## config.mk

```make
export PLATFORM = sky130hd
export DESIGN_NAME = flash_host_ctrl
export DESIGN_NICKNAME = d
export VERILOG_FILES = /design/src/rtl/flash_bus_cycle.v /design/src/rtl/flash_host_ctrl.v
export VERILOG_INCLUDE_DIRS = /design/src /design/src/rtl
export SDC_FILE = /design/constraint.sdc
export NUM_CORES = 1
export LEC_CHECK = 0
export BUFFER_PORTS_ARGS = -buffer_cell sky130_fd_sc_hd__clkbuf_2
export CAP_MARGIN = 20
export CORE_MARGIN = 1.5
export CORE_UTILIZATION = 45
export CTS_BUF_LIST = sky130_fd_sc_hd__clkbuf_4
export CTS_CLUSTER_DIAMETER = 80
export CTS_CLUSTER_SIZE = 8
export DETAILED_ROUTE_END_ITERATION = 7
export PLACE_DENSITY_LB_ADDON = 0.25
export SYNTH_ARGS = -nofsm -noshare
export SYNTH_HDL_FRONTEND = slang
export SYNTH_HIERARCHICAL = 1
export SYNTH_SLANG_ARGS = --single-unit
```

## constraint.sdc

```tcl
create_clock -name CLK_SYS_I -period 2 [get_ports CLK_SYS_I]
set_input_delay 0.3 -clock CLK_SYS_I [delete_from_list [all_inputs] [get_ports CLK_SYS_I]]
set_output_delay 0.3 -clock CLK_SYS_I [all_outputs]
set_load 0.1 [all_outputs]
```

## src/rtl/flash_host_consts.vh

```
`ifndef FLASH_HOST_CONSTS_VH
`define FLASH_HOST_CONSTS_VH
`define CMD_QUERY       16'h0098
`define CMD_RESET       16'h00F0
`define CMD_UNLOCK1     16'h00AA
`define CMD_UNLOCK2     16'h0055
`define CMD_SEC_ENTER   16'h0088
`define CMD_SEC_EXIT    16'h0090
`define CMD_PROGRAM     16'h00A0
`define CMD_EXIT_ZERO   16'h0000
`define ADDR_QUERY_WORD 21'h000055
`define ADDR_QUERY_BYTE 21'h0000AA
`define ADDR_UNLOCK1    21'h000555
`define ADDR_UNLOCK2    21'h0002AA
`define ADDR_ZERO       21'h000000
`define OP_NONE         3'h0
`define OP_READ         3'h1
`define OP_WRITE        3'h2
`define OP_QUERY        3'h3
`define OP_SEC_ENTER    3'h4
`define OP_SEC_EXIT     3'h5
`define OP_RESET        3'h6
`define OP_SEC_PROGRAM  3'h7
`define BUS_PHASE_CYC   4'h8
`endif

```

## src/rtl/flash_bus_cycle.v

```verilog
`timescale 1ns/10ps
`include "flash_host_consts.vh"
// One asynchronous bus cycle: address, strobe low, strobe high
module flash_bus_cycle
(
  input  wire        clk_i,
  input  wire        resetn_i,
  input  wire        start_i,
  input  wire        write_i,
  output reg         done_o,
  output reg         busy_o,
  output reg         ce_n_o,
  output reg         we_n_o,
  output reg         oe_n_o,
  output reg         dq_oe_n_o,
  output reg  [1:0]  phase_o
);
  reg [3:0] cnt_r;
  always @(posedge clk_i or negedge resetn_i)
  begin
    if (!resetn_i)
    begin
      cnt_r     <= 4'h0;
      phase_o   <= 2'h0;
      busy_o    <= 1'b0;
      done_o    <= 1'b0;
      ce_n_o    <= 1'b1;
      we_n_o    <= 1'b1;
      oe_n_o    <= 1'b1;
      dq_oe_n_o <= 1'b1;
    end
    else
    begin
      done_o <= 1'b0;
      if (!busy_o)
      begin
        if (start_i)
        begin
          busy_o    <= 1'b1;
          phase_o   <= 2'h1;
          cnt_r     <= `BUS_PHASE_CYC;
          dq_oe_n_o <= !write_i;
          oe_n_o    <= 1'b1;
        end
      end
      else if (cnt_r != 4'h0)
        cnt_r <= cnt_r - 4'h1;
      else
      begin
        case (phase_o)
          2'h1:
          begin
            // Write needs CE and WE low with OE high
            ce_n_o  <= 1'b0;
            we_n_o  <= !write_i ? 1'b1 : 1'b0;
            oe_n_o  <= write_i;
            phase_o <= 2'h2;
            cnt_r   <= `BUS_PHASE_CYC;
          end
          2'h2:
          begin
            // Data latched on the first rising strobe
            ce_n_o  <= 1'b1;
            we_n_o  <= 1'b1;
            oe_n_o  <= 1'b1;
            phase_o <= 2'h3;
            cnt_r   <= `BUS_PHASE_CYC;
          end
          default:
          begin
            dq_oe_n_o <= 1'b1;
            busy_o    <= 1'b0;
            done_o    <= 1'b1;
            phase_o   <= 2'h0;
          end
        endcase
      end
    end
  end
endmodule

```

## src/rtl/flash_host_ctrl.v

```verilog
// Notes on behaviour
// - Unprotect request holds reset pin at high program voltage.
// - Enter sequence maps secure sector until exit or power off.
// - Secure programming uses the normal program sequence only.
// - Lock uses enter sequence; reset pin high or high voltage.
// - Host writes exit sequence before touching the array again.
// - Write only with chip and write enable low, output high.
// - Query command 98h at 55h word or AAh byte enters query.
// - Reset command leaves query; no query during embedded op.
// - Address on later falling strobe, data on earlier rising.
`timescale 1ns/10ps
`include "flash_host_consts.vh"
module flash_host_ctrl
#(
  parameter AW = 21,
  parameter DW = 16
)
(
  input  wire          CLK_SYS_I,
  input  wire          RESETN_I,
  input  wire          REQ_I,
  input  wire [2:0]    OP_I,
  input  wire [AW-1:0] ADDR_I,
  input  wire [DW-1:0] WDATA_I,
  input  wire          BYTE_MODE_I,
  input  wire          UNPROTECT_I,
  input  wire          WP_KEEP_I,
  input  wire          EMBEDDED_BUSY_I,
  input  wire          SUPPLY_OK_I,
  input  wire [DW-1:0] DQ_I,
  output reg           BUSY_O,
  output reg           DONE_O,
  output reg  [DW-1:0] RDATA_O,
  output reg           REFUSED_O,
  output reg           SECURE_MODE_O,
  output reg           QUERY_MODE_O,
  output reg  [AW-1:0] ADDR_O,
  output reg  [DW-1:0] DQ_O,
  output reg           DQ_OE_N_O,
  output reg           CE_N_O,
  output reg           WE_N_O,
  output reg           OE_N_O,
  output reg           RESET_N_O,
  output reg           HIGH_PROGRAM_VOLTAGE_O,
  output reg           WRITE_PROTECT_ACCEL_PIN_O
);
  localparam ST_IDLE = 2'h0;
  localparam ST_SEQ  = 2'h1;
  localparam ST_WAIT = 2'h2;
  reg  [1:0]    state_r;
  reg  [2:0]    op_r;
  reg  [2:0]    step_r;
  reg  [AW-1:0] addr_r;
  reg  [DW-1:0] wdata_r;
  reg  [DW-1:0] dq_m_r;
  reg  [DW-1:0] dq_r;
  reg           byte_r;
  reg           start_r;
  reg           write_r;
  reg           ok_m_r, ok_r, busy_m_r, busy_r, unp_m_r, unp_r, wp_m_r, wp_r;
  reg  [AW-1:0] cyc_addr;
  reg  [DW-1:0] cyc_data;
  reg           cyc_write;
  reg  [2:0]    cyc_last;
  wire          cyc_done;
  wire          cyc_busy;
  wire          ce_n, we_n, oe_n, dq_oe_n;
  wire [1:0]    phase;

  flash_bus_cycle u_cycle
  (
    .clk_i     (CLK_SYS_I),
    .resetn_i  (RESETN_I),
    .start_i   (start_r),
    .write_i   (write_r),
    .done_o    (cyc_done),
    .busy_o    (cyc_busy),
    .ce_n_o    (ce_n),
    .we_n_o    (we_n),
    .oe_n_o    (oe_n),
    .dq_oe_n_o (dq_oe_n),
    .phase_o   (phase)
  );

  // Bus cycle table per operation and step
  always @*
  begin
    cyc_addr  = addr_r;
    cyc_data  = wdata_r;
    cyc_write = 1'b1;
    cyc_last  = 3'h0;
    case (op_r)
      `OP_READ:
        cyc_write = 1'b0;
      `OP_QUERY:
      begin
        // Query address depends on bus width
        cyc_addr = byte_r ? `ADDR_QUERY_BYTE : `ADDR_QUERY_WORD;
        cyc_data = `CMD_QUERY;
      end
      `OP_RESET:
        cyc_data = `CMD_RESET;
      `OP_SEC_ENTER, `OP_SEC_EXIT, `OP_SEC_PROGRAM:
      begin
        // Three-cycle unlocked sequence, four for exit and program, normal program only
        // Secure area lock is one-time on the device
        cyc_last = (op_r == `OP_SEC_EXIT) ? 3'h3 :
                   (op_r == `OP_SEC_PROGRAM) ? 3'h3 : 3'h2;
        case (step_r)
          3'h0:
          begin
            cyc_addr = `ADDR_UNLOCK1;
            cyc_data = `CMD_UNLOCK1;
          end
          3'h1:
          begin
            cyc_addr = `ADDR_UNLOCK2;
            cyc_data = `CMD_UNLOCK2;
          end
          3'h2:
          begin
            cyc_addr = `ADDR_UNLOCK1;
            cyc_data = (op_r == `OP_SEC_ENTER) ? `CMD_SEC_ENTER :
                       (op_r == `OP_SEC_EXIT) ? `CMD_SEC_EXIT :
                       `CMD_PROGRAM;
          end
          default:
          begin
            if (op_r == `OP_SEC_EXIT)
            begin
              cyc_addr = `ADDR_ZERO;
              cyc_data = `CMD_EXIT_ZERO;
            end
          end
        endcase
      end
      default:
        cyc_write = 1'b1;
    endcase
  end

  always @(posedge CLK_SYS_I or negedge RESETN_I)
  begin
    if (!RESETN_I)
    begin
      {ok_m_r, ok_r, busy_m_r, busy_r} <= 4'h0;
      {unp_m_r, unp_r, wp_m_r, wp_r}   <= 4'h0;
      state_r  <= ST_IDLE;
      op_r     <= `OP_NONE;
      step_r   <= 3'h0;
      addr_r   <= {AW{1'b0}};
      wdata_r  <= {DW{1'b0}};
      dq_m_r   <= {DW{1'b0}};
      dq_r     <= {DW{1'b0}};
      byte_r   <= 1'b0;
      start_r  <= 1'b0;
      write_r  <= 1'b0;
      BUSY_O   <= 1'b0;
      DONE_O   <= 1'b0;
      RDATA_O  <= {DW{1'b0}};
      REFUSED_O <= 1'b0;
      SECURE_MODE_O <= 1'b0;
      QUERY_MODE_O  <= 1'b0;
      ADDR_O   <= {AW{1'b0}};
      DQ_O     <= {DW{1'b0}};
      DQ_OE_N_O <= 1'b1;
      CE_N_O   <= 1'b1;
      WE_N_O   <= 1'b1;
      OE_N_O   <= 1'b1;
      RESET_N_O <= 1'b0;
      HIGH_PROGRAM_VOLTAGE_O <= 1'b0;
      WRITE_PROTECT_ACCEL_PIN_O <= 1'b0;
    end
    else
    begin
      ok_m_r <= SUPPLY_OK_I;
      ok_r   <= ok_m_r;
      busy_m_r <= EMBEDDED_BUSY_I;
      busy_r   <= busy_m_r;
      unp_m_r <= UNPROTECT_I;
      unp_r   <= unp_m_r;
      wp_m_r  <= WP_KEEP_I;
      wp_r    <= wp_m_r;
      // Data pins pass two flops like the other pins
      dq_m_r  <= DQ_I;
      dq_r    <= dq_m_r;
      // Hold device in reset until supply is good
      RESET_N_O <= ok_r;
      // Unprotect by high voltage on reset pin
      HIGH_PROGRAM_VOLTAGE_O <= ok_r & unp_r;
      // Pin low keeps outer boot sectors locked
      WRITE_PROTECT_ACCEL_PIN_O <= ~wp_r;
      DONE_O    <= 1'b0;
      REFUSED_O <= 1'b0;
      start_r   <= 1'b0;
      CE_N_O    <= ce_n;
      WE_N_O    <= we_n;
      OE_N_O    <= oe_n;
      DQ_OE_N_O <= dq_oe_n;
      case (state_r)
        ST_IDLE:
        begin
          if (REQ_I)
          begin
            // Refuse when supply low, no op, or query during embedded op
            if (!ok_r || OP_I == `OP_NONE ||
                (OP_I == `OP_QUERY && busy_r))
              REFUSED_O <= 1'b1;
            else
            begin
              op_r    <= OP_I;
              addr_r  <= ADDR_I;
              wdata_r <= WDATA_I;
              byte_r  <= BYTE_MODE_I;
              step_r  <= 3'h0;
              BUSY_O  <= 1'b1;
              state_r <= ST_SEQ;
            end
          end
        end
        ST_SEQ:
        begin
          // Address stable before both strobes fall
          if (!cyc_busy)
          begin
            ADDR_O  <= cyc_addr;
            DQ_O    <= cyc_data;
            write_r <= cyc_write;
            start_r <= 1'b1;
            state_r <= ST_WAIT;
          end
        end
        ST_WAIT:
        begin
          // Read data taken while output enable is low
          if (op_r == `OP_READ && phase == 2'h2)
            RDATA_O <= dq_r;
          if (cyc_done)
          begin
            if (step_r == cyc_last)
            begin
              state_r <= ST_IDLE;
              BUSY_O  <= 1'b0;
              DONE_O  <= 1'b1;
              if (op_r == `OP_QUERY)
                QUERY_MODE_O <= 1'b1;
              if (op_r == `OP_RESET)
                QUERY_MODE_O <= 1'b0;
              if (op_r == `OP_SEC_ENTER)
                SECURE_MODE_O <= 1'b1;
              if (op_r == `OP_SEC_EXIT)
                SECURE_MODE_O <= 1'b0;
            end
            else
            begin
              step_r  <= step_r + 3'h1;
              state_r <= ST_SEQ;
            end
          end
        end
        default:
          state_r <= ST_IDLE;
      endcase
      // Supply loss drops modes, even at op end
      if (!ok_r)
      begin
        SECURE_MODE_O <= 1'b0;
        QUERY_MODE_O  <= 1'b0;
      end
    end
  end
endmodule

```

Yosys cells after proc, flatten, opt, wreduce, memory -nomap -nowiden. Index checks and enable logic that the tools add are counted.

$add $sub $neg: 2. Equal/unequal tests: 29. Muxes and demuxes: 75. Bitwise gates (word level): 5. Reductions and logical operators: 29.

Operators with widths (count): case mux 16 bit (3 select lines) (2); case mux 21 bit (2 select lines) (2); 2-to-1 mux 1 bit (43); 2-to-1 mux 21 bit (1); 2-to-1 mux 16 bit (1); 2-to-1 mux 2 bit (8); 2-to-1 mux 4 bit (4); inequality test 2 bit (second input constant) (7); equality test 3 bit (second input constant) (4); 2-to-1 mux 3 bit (4); 2-to-1 mux 6 bit (2); AND reduction 3 bit (4); AND reduction 4 bit (3); AND reduction 5 bit (2); equality test 3 x 2 -> 1 bit (second input constant) (3); 2-to-1 mux 8 bit (1); inequality test 2 x 1 -> 1 bit (second input constant) (4); case mux 1 bit (2 select lines) (4); AND reduction 2 bit (4); equality test 3 x 1 -> 1 bit (second input constant) (2); zero test 3 bit (2); inequality test 3 x 1 -> 1 bit (second input constant) (2); inequality test 3 bit (second input constant) (2); case mux 2 bit (3 select lines) (1); 17 further kinds (28).

Flip-flop bits (word level): 165. Bits of input ports: 64.

Longest topological paths before layout. Gate-level depths: netlist of run 1.

Word-level depth: 9. Mapped depth: 9. Mapped depth without buffers: 7.

By module. Netlist of run 1, hierarchy kept.

Modules (own cells, without submodules): flash_host_ctrl (times used 1, cells an instance 458, area an instance 6027.0 sq um, sequential area each 3833.7 sq um); flash_bus_cycle (times used 1, cells an instance 58, area an instance 650.6 sq um, sequential area each 305.3 sq um).

Worst setup path before layout of run 1. No wires, ideal clock.

Path type: reg-to-reg. From: register step_r[1]. To: register ADDR_O[1]. Setup time: 0.123 ns. Arrival: 1.832 ns. Path slack: 0.045 ns. Cell stages (with the launch flop): 8. Clock period less this slack: 1.955 ns. Cell sequence: dfrtp_1 > inv_1 > ha_1 > or3_4 > maj3_2 > o32ai_1 > nand2b_1 > o221a_2.

Longest elaborated chain between the ends: 4. Elaborated cells between the ends (all ways): 6.

RTL lines: start: declaration (line flash_host_ctrl.v:52) `reg [2:0] step_r;`; start signal: assignment (line flash_host_ctrl.v:256) `step_r <= step_r + 3'h1;`; equality test 3 x 2 -> 1 bit or zero test 3 bit (tied branches) (line flash_host_ctrl.v:109) `case (step_r)`; OR reduction 2 bit (no line); case mux 21 bit (2 select lines) * (line flash_host_ctrl.v:109); case mux 21 bit (2 select lines) * (line flash_host_ctrl.v:92) `case (op_r)`; end signal: assignment (line flash_host_ctrl.v:164) `ADDR_O <= {AW{1'b0}};`; end signal: assignment (line flash_host_ctrl.v:226) `ADDR_O <= cyc_addr;`; end: declaration (line flash_host_ctrl.v:37) `output reg [AW-1:0] ADDR_O,`.

Every way passes the cells marked *; elsewhere a longest branch is shown, timed or not. A chain may end at the register's enable or synchronous reset.

Final worst setup path of run 1. Ends and elaborated chain as after synthesis.

==> summary.md, run 1 <==
| Metric | Value |
|---|---|
| Status | `finished clean` |
| Mapped Nets | `588` |
| Core area | `0.0145 mm2` |
| Final Hold Fails | `0` |
| Residual DRC | `0` |
| Syn avg cell area | `12.9 um2` |
| Setup CP Type | `flip-flop to flip-flop` |
| Setup violations, final | `0` |
| Post-route clock period utilization | `95.1%` |
| RePlAce Congestion | `0.933` |
| Max-Cap Viols | `0` |
| Via density per instance | `5.16` |
| Die Height | `125 um` |
| Die Area | `0.0156 mm2` |
| Clk sinks | `165` |
| Post-synth top flop | `dfrtp_1` |
| DIE WIDTH | `125 um` |
| Reg2reg setup slack | `100 ps` |
| Initial Util | `45.9%` |
| Drt first-iter violations | `157` |
| CP startpoint kind | `flip-flop` |
| Wirelength per Cell | `15.7 um` |
| Post-synth EDFFs | `0` |
| Floorplan row count | `44` |
| Slowest CP cell | `or3_4` |
| Max IR drop VDD | `0.331 mV` |
| Nets | `801` |
| Cell internal pwr | `4.06 mW` |
| Sw power | `1.38 mW` |
| Overflow after GRT | `0` |
| Post-synthesis sequential area ratio | `62.0%` |
| Largest net degree at the start of global routing | `57` |
| Worst Skew | `14.7 ps` |
| Pwr/cell area | `636 mW/mm2` |
| Mapped cell area | `0.00668 mm2` |
| Post-synth top area share | `58.8%` |
| Root buf cell | `clkbuf_4` |
| H-tree depth | `4` |
| Vias in the first global route | `4893` |
| Clock Path Buffers | `2` |
| Final wirelength | `14600 um` |
| Total track usage | `19.6%` |
| Worst hold margin | `217 ps` |
| Clock power frac | `32.7%` |
| Max-slew violation count | `0` |
| TritonCTS clock tree | `built` |
| Antenna violations before repair | `0` |
| Synth Instances | `516` |
| Max Fanout on Critical Path | `6` |
| Area grow syn2layout | `28.2%` |
| Peak Freq | `526 MHz` |
| Tmin final | `1900 ps` |
| Asr flop ratio synth | `100%` |
| Lkg Pwr | `4.23 nW` |
| Share of layout cells above drive strength 1 | `37.5%` |
| Sequential power share | `62.3%` |
| Comb pwr share | `5.0%` |
| Most area-hungry cell type in the Yosys netlist | `dfrtp_1` |
| IO buf count | `128` |
| TritonCTS Buffers | `17` |
| Sw Share | `25.4%` |
| Post-CTS setup buffers | `0` |
| Setup TNS | `0 ps` |
| HP Class | `input pin to asynchronous set/reset pin` |
| Most common cell after layout, fill and taps aside | `dfrtp_1` |
| Post-synthesis register bit count | `165` |
| First-pass GRT wire length | `24200 um` |
| # diodes | `0` |
| Post-synth cell types | `76` |
| RSZ-0062 raised after global routing | `false` |
| Remaining antenna violation count after routing | `0` |
| Worst Path Arrival | `2380 ps` |
| Ports | `129` |
| Clock transition at path regs | `140 ps` |
| Total number of vias | `4779` |
| Syn. warnings | `6` |
| Max_slew headroom | `62.5%` |
| Fill count | `1195` |
| Worst Setup End Kind | `flip-flop` |
| Slew @ Worst Pin | `566 ps` |
| Clk_lat worst skew | `580 ps` |
| Slowest cell delay on critical path | `410 ps` |
| Worst path cell trace | `inv_1 -> ha_2 -> or3_4 -> maj3_2 -> o32ai_1 -> nand2b_1 -> o221a_2` |
| DRT Pass-1 Iters | `4` |
| Critical path data required time | `2480 ps` |
| Commonest cells after routing, fill and taps aside | `157 x dfrtp_1, 127 x clkbuf_2, 63 x dlygate4sd3_1` |
| Area contributors post-synth | `dfrtp_1 59%, mux2_2 8.9%, dfstp_2 3.1%, a22o_1 2.4%, o21ai_0 2.0%` |
| DP HPWL | `9950 um` |
## per-layer routing
metal  wire length (um)  vias up  global-route usage (%)
met5                  0        -                       0
met4                274        0                    7.82
met3                597       22                    4.25
met2               7470      119                    33.6
met1               6240     2362                    24.2
li1                   -     2276                       -
## power by group through the flow
| stage | sequential [mW] | combinational, mW | clock, mW |
|---|---|---|---|
| after floorplan | 3.48 | 0.00668 | 0 |
| after global placement | 3.45 | 0.173 | 0 |
| after detailed placement | 3.46 | 0.180 | 0 |
| after CTS | 3.39 | 0.278 | 1.86 |
| after global routing | 3.40 | 0.303 | 2.01 |
| final | 3.39 | 0.272 | 1.78 |
## cells by family after synthesis
| family | Yosys count | share of synthesized area (%) |
|---|---|---|
| multiplexers | 64 | 10.8 |
| flip-flops | 165 | 62.0 |
| AO/OA/AOI/OAI | 120 | 12.4 |
| XOR/XNOR | 1 | 0.131 |
| AND/OR/NAND/NOR | 113 | 9.69 |
| adder cells (fa/ha/maj) | 9 | 1.67 |
| buffers and inverters | 44 | 3.30 |
## final timing paths
| kind | start | endpoint | cells past startpoint |
|---|---|---|---|
| max in group asynchronous | RESETN_I | op_r[1] | 3 |
| hold reg to reg | dq_m_r[0] | dq_r[0] | 0 |
| setup / recovery | step_r[1] | ADDR_O[1] | 7 |
| min in group CLK_SYS_I | SUPPLY_OK_I | ok_m_r | 2 |
| hold / removal | RESETN_I | dq_m_r[4] | 2 |
| setup reg to reg | step_r[1] | ADDR_O[1] | 7 |
## repair_timing
item                                    in CTS  in global routing
hold buffers                                63                  0
gates resized for setup                      0                  4
endpoints found under the setup margin       0                 25
endpoints found under the hold margin      114                  0
## layout make-up
cell class	instances	area [um2]	area share [%]
Clock buffer	18	135	1.58
Clock inverter	14	121	1.42
Inverter	17	63.8	0.745
Multi-Input combinational cell	307	2330	27.2
Sequential cell	165	4140	48.3
Tap cell	184	230	2.69
Timing Repair Buffer	221	1540	18.0
## synth_stat cells, types with 3 or more instances
cell type	n
a21oi_1	26
a221oi_1	3
a22o_1	18
a22oi_1	3
a31oi_1	6
buf_2	14
buf_4	6
clkbuf_1	5
dfrtp_1	157
dfstp_2	8
ha_1	8
inv_1	15
mux2_1	5
mux2_2	53
mux2i_1	4
nand2_1	27
nand2b_1	4
nand3_1	3
nor2_1	32
nor2b_1	9
nor3_1	6
o21ai_0	27
o21ai_1	3
o221a_2	3
o22ai_1	5
## metrics by stage
| step | utilization, % | instances | power [mW] | worst slack [ps] | instance area, um2 |
|---|---|---|---|---|---|
| 2_1_floorplan | - | 516 | 3.48 | 44.9 | 6680 |
| 3_3_place_gp | 52.7 | 831 | 3.63 | 121 | 7660 |
| 3_5_place_dp | 52.7 | 831 | 3.64 | 42.0 | 7660 |
| 4_1_cts | 58.8 | 926 | 5.54 | 15.4 | 8550 |
| 5_1_grt | 58.9 | 926 | 5.71 | 0.965 | 8560 |
| 6_report | 58.9 | 926 | 5.44 | 98.2 | 8560 |
## flip-flops by register name, indices dropped and copies added, names as in the netlist, 2 cells and up
register,flops
op_r,3
RDATA_O,16
state_r,2
u_cycle/phase_o,2
addr_r,21
ADDR_O,21
dq_r,16
step_r,3
wdata_r,16
u_cycle/cnt_r,4
dq_m_r,16
DQ_O,16
## critical path, delay by kind of cell, from the launching register on
family	cells	cell delay [ps]
flip-flops	1	400
buffers and inverters	1	70
adder cells (fa/ha/maj)	2	520
AO/OA/AOI/OAI	2	280
AND/OR/NAND/NOR	2	540
Power figures use the tool's default switching activity.
==> inputs of run 2 (changes only) <==
- CELL_PAD_IN_SITES_DETAIL_PLACEMENT: unset -> 1
- CELL_PAD_IN_SITES_GLOBAL_PLACEMENT: unset -> 1
- CORE_UTILIZATION: 45 -> 41
- GPL_TIMING_DRIVEN: unset -> 0
- PLACE_DENSITY_LB_ADDON: 0.25 -> 0.1
==> run 2 against run 1 <==
First-iteration DRC count is 5.7% lower; largest power group unchanged; largest cell class unchanged; critical endpoint unchanged; critical path depth stayed put; clock skew grew 13 ps; via count is 1.9% higher.
==> summary.md, run 2 (synthesis results as in run 1) <==
| Metric | Value |
|---|---|
| Nets | `806 (was 801)` |
| Commonest cells after routing, fill and taps aside | `155 x dfrtp_1, 127 x clkbuf_2, 63 x dlygate4sd3_1 (was 157 x dfrtp_1, 127 x clkbuf_2, 63 x dlygate4sd3_1)` |
| Antenna violations before repair | `1 (was 0)` |
| Pwr/cell area | `646 mW/mm2 (was 636 mW/mm2)` |
| Die Area | `0.0171 mm2 (was 0.0156 mm2)` |
| Max Fanout on Critical Path | `6 (unchanged)` |
| Total number of vias | `4868 (was 4779)` |
| Slowest cell delay on critical path | `460 ps (was 410 ps)` |
| Core area | `0.0159 mm2 (was 0.0145 mm2)` |
| Kind of cell adding the most delay to the critical path | `simple AND/OR/NAND/NOR gates (unchanged)` |
| Reg2reg setup slack | `80 ps (was 100 ps)` |
| Post-route clock period utilization | `95.9% (was 95.1%)` |
| Ports | `129 (unchanged)` |
| Sw power | `1.31 mW (was 1.38 mW)` |
| Overflow after GRT | `0 (unchanged)` |
| Initial Util | `42.0% (was 45.9%)` |
| CP Buf/Inv Count | `2 (was 1)` |
| Final Hold Fails | `0 (unchanged)` |
| Vias in the first global route | `5262 (was 4893)` |
| Sequential Area | `0.00414 mm2 (about the same)` |
| H-tree depth | `4 (unchanged)` |
| TritonCTS clock tree | `built (unchanged)` |
| Die Height | `131 um (was 125 um)` |
| Finished Layout Cells | `964 (was 926)` |
| Peak Freq | `522 MHz (was 526 MHz)` |
| Max IR drop VDD | `0.427 mV (was 0.331 mV)` |
| Sequential power share | `60.4% (was 62.3%)` |
| Total track usage | `20.6% (was 19.6%)` |
| Slowest CP cell | `dfrtp_2 (was or3_4)` |
| Drt first-iter violations | `148 (was 157)` |
| Comb pwr share | `4.7% (was 5.0%)` |
| Setup CP Type | `flip-flop to flip-flop (unchanged)` |
| Wirelength per Cell | `17.5 um (was 15.7 um)` |
| RePlAce Congestion | `0.830 (was 0.933)` |
| DIE WIDTH | `131 um (was 125 um)` |
| Residual DRC | `0 (unchanged)` |
| HP Class | `input pin to asynchronous set/reset pin (unchanged)` |
| Area grow syn2layout | `30.2% (was 28.2%)` |
| Worst path cell trace | `buf_8 -> buf_4 -> or3_4 -> maj3_2 -> o32ai_2 -> nand2b_1 -> o221a_2 (was inv_1 -> ha_2 -> or3_4 -> maj3_2 -> o32ai_1 -> nand2b_1 -> o221a_2)` |
| Most common cell after layout, fill and taps aside | `dfrtp_1 (unchanged)` |
| Fill count | `1698 (was 1195)` |
| Sw Share | `23.4% (was 25.4%)` |
| Max_slew headroom | `58.4% (was 62.5%)` |
| Worst Setup End Kind | `flip-flop (unchanged)` |
| Max-Cap Viols | `0 (unchanged)` |
| Remaining antenna violation count after routing | `0 (unchanged)` |
| TritonCTS Buffers | `17 (unchanged)` |
| Share of layout cells above drive strength 1 | `38.3% (was 37.5%)` |
| Critical path data required time | `2450 ps (was 2480 ps)` |
| Clk_lat worst skew | `570 ps (was 580 ps)` |
| Setup violations, final | `0 (unchanged)` |
| Via density per instance | `5.05 (was 5.16)` |
| Final Total Pwr | `5.62 mW (was 5.44 mW)` |
| Status | `finished clean (unchanged)` |
| Clock transition at path regs | `130 ps (was 140 ps)` |
| Lkg Pwr | `4.26 nW (was 4.23 nW)` |
| Final wirelength | `16800 um (was 14600 um)` |
| CP startpoint kind | `flip-flop (unchanged)` |
| Largest net degree at the start of global routing | `100 (was 57)` |
| Biggest regs | `ADDR_O (21), addr_r (21) (unchanged)` |
| Clock Path Buffers | `2 (unchanged)` |
| Worst Path Arrival | `2370 ps (was 2380 ps)` |
| IO buf count | `128 (unchanged)` |
| DRT Pass-1 Iters | `4 (unchanged)` |
| Worst Skew | `27.5 ps (was 14.7 ps)` |
| Clock power frac | `34.9% (was 32.7%)` |
| DP HPWL | `11300 um (was 9950 um)` |
| Cell internal pwr | `4.30 mW (was 4.06 mW)` |
| Tmin final | `1920 ps (was 1900 ps)` |
| Floorplan row count | `46 (was 44)` |
| Post-placement cell count | `861 (was 831)` |
| Clk sinks | `165 (unchanged)` |
| First-pass GRT wire length | `26700 um (was 24200 um)` |
| Root buf cell | `clkbuf_4 (unchanged)` |
| Max-slew violation count | `0 (unchanged)` |
| Multi-input gate area | `0.00240 mm2 (was 0.00233 mm2)` |
| Slew @ Worst Pin | `624 ps (was 566 ps)` |
run 2: routing by layer:
| layer | wire length [um] | part of all wire [%] | up-vias | GRT usage [%] |
|---|---|---|---|---|
| met4 | 223 | 1.3 | 0 | 7.11 |
| met3 | 742 | 4.4 | 16 | 4.60 |
| li1 | - | - | 2294 | - |
| met1 | 7320 | 43 | 2455 | 26.2 |
| met2 | 8550 | 51 | 103 | 34.9 |
| met5 | 0 | 0 | - | 0 |
run 2: cell type report:
cell class	instances	share of cell area, %
diodes	1	0.0288
inverters	17	0.777
multi-input cells	307	27.6
flip-flops and latches	165	47.6
plain buffers	26	1.87
clock inverters	12	1.53
well taps	216	3.11
clock buffers	20	1.73
repair buffers	200	15.7
run 2: path summary, 6_finish.rpt:
path / cells past startpoint / start / end
setup reg to reg: 7 / step_r[0] / ADDR_O[1]
hold reg to reg: 0 / dq_m_r[0] / dq_r[0]
setup / recovery: 7 / step_r[0] / ADDR_O[1]
min in group CLK_SYS_I: 0 / dq_m_r[0] / dq_r[0]
max in group asynchronous: 3 / RESETN_I / CE_N_O
hold / removal: 2 / RESETN_I / addr_r[5]
run 2: through the flow:
| step | setup slack [ps] | setup TNS, ps | hold slack (ps) | area [um2] | utilization [%] |
|---|---|---|---|---|---|
| after floorplan | 44.9 | 0 | 4.41 | 6680 | - |
| after global placement | -2130 | -344720 | 332 | 7590 | 47.8 |
| after detailed placement | -403 | -5790 | 331 | 7620 | 48.0 |
| after CTS | -10.4 | -10.4 | 251 | 8600 | 54.2 |
| after global routing | -5.52 | -7.96 | 276 | 8690 | 54.7 |
| final | 82.8 | 0 | 270 | 8690 | 54.7 |
run 2: power by group through the flow:
| stage | Clock [mW] | Combinational, mW | Sequential, mW |
|---|---|---|---|
| 2_1_floorplan | 0 | 0.00668 | 3.48 |
| 3_3_place_gp | 0 | 0.155 | 3.45 |
| 3_5_place_dp | 0 | 0.170 | 3.46 |
| 4_1_cts | 2.03 | 0.270 | 3.40 |
| 5_1_grt | 2.15 | 0.292 | 3.40 |
| 6_report | 1.96 | 0.265 | 3.39 |
run 2: repair_timing:
item / CTS / global route
endpoints found under the setup margin: 30 / 26
buffers inserted: 3 / 5
hold buffers: 63 / 0
pin swaps: 1 / 8
endpoints found under the hold margin: 124 / 0
gates resized for setup: 12 / 11
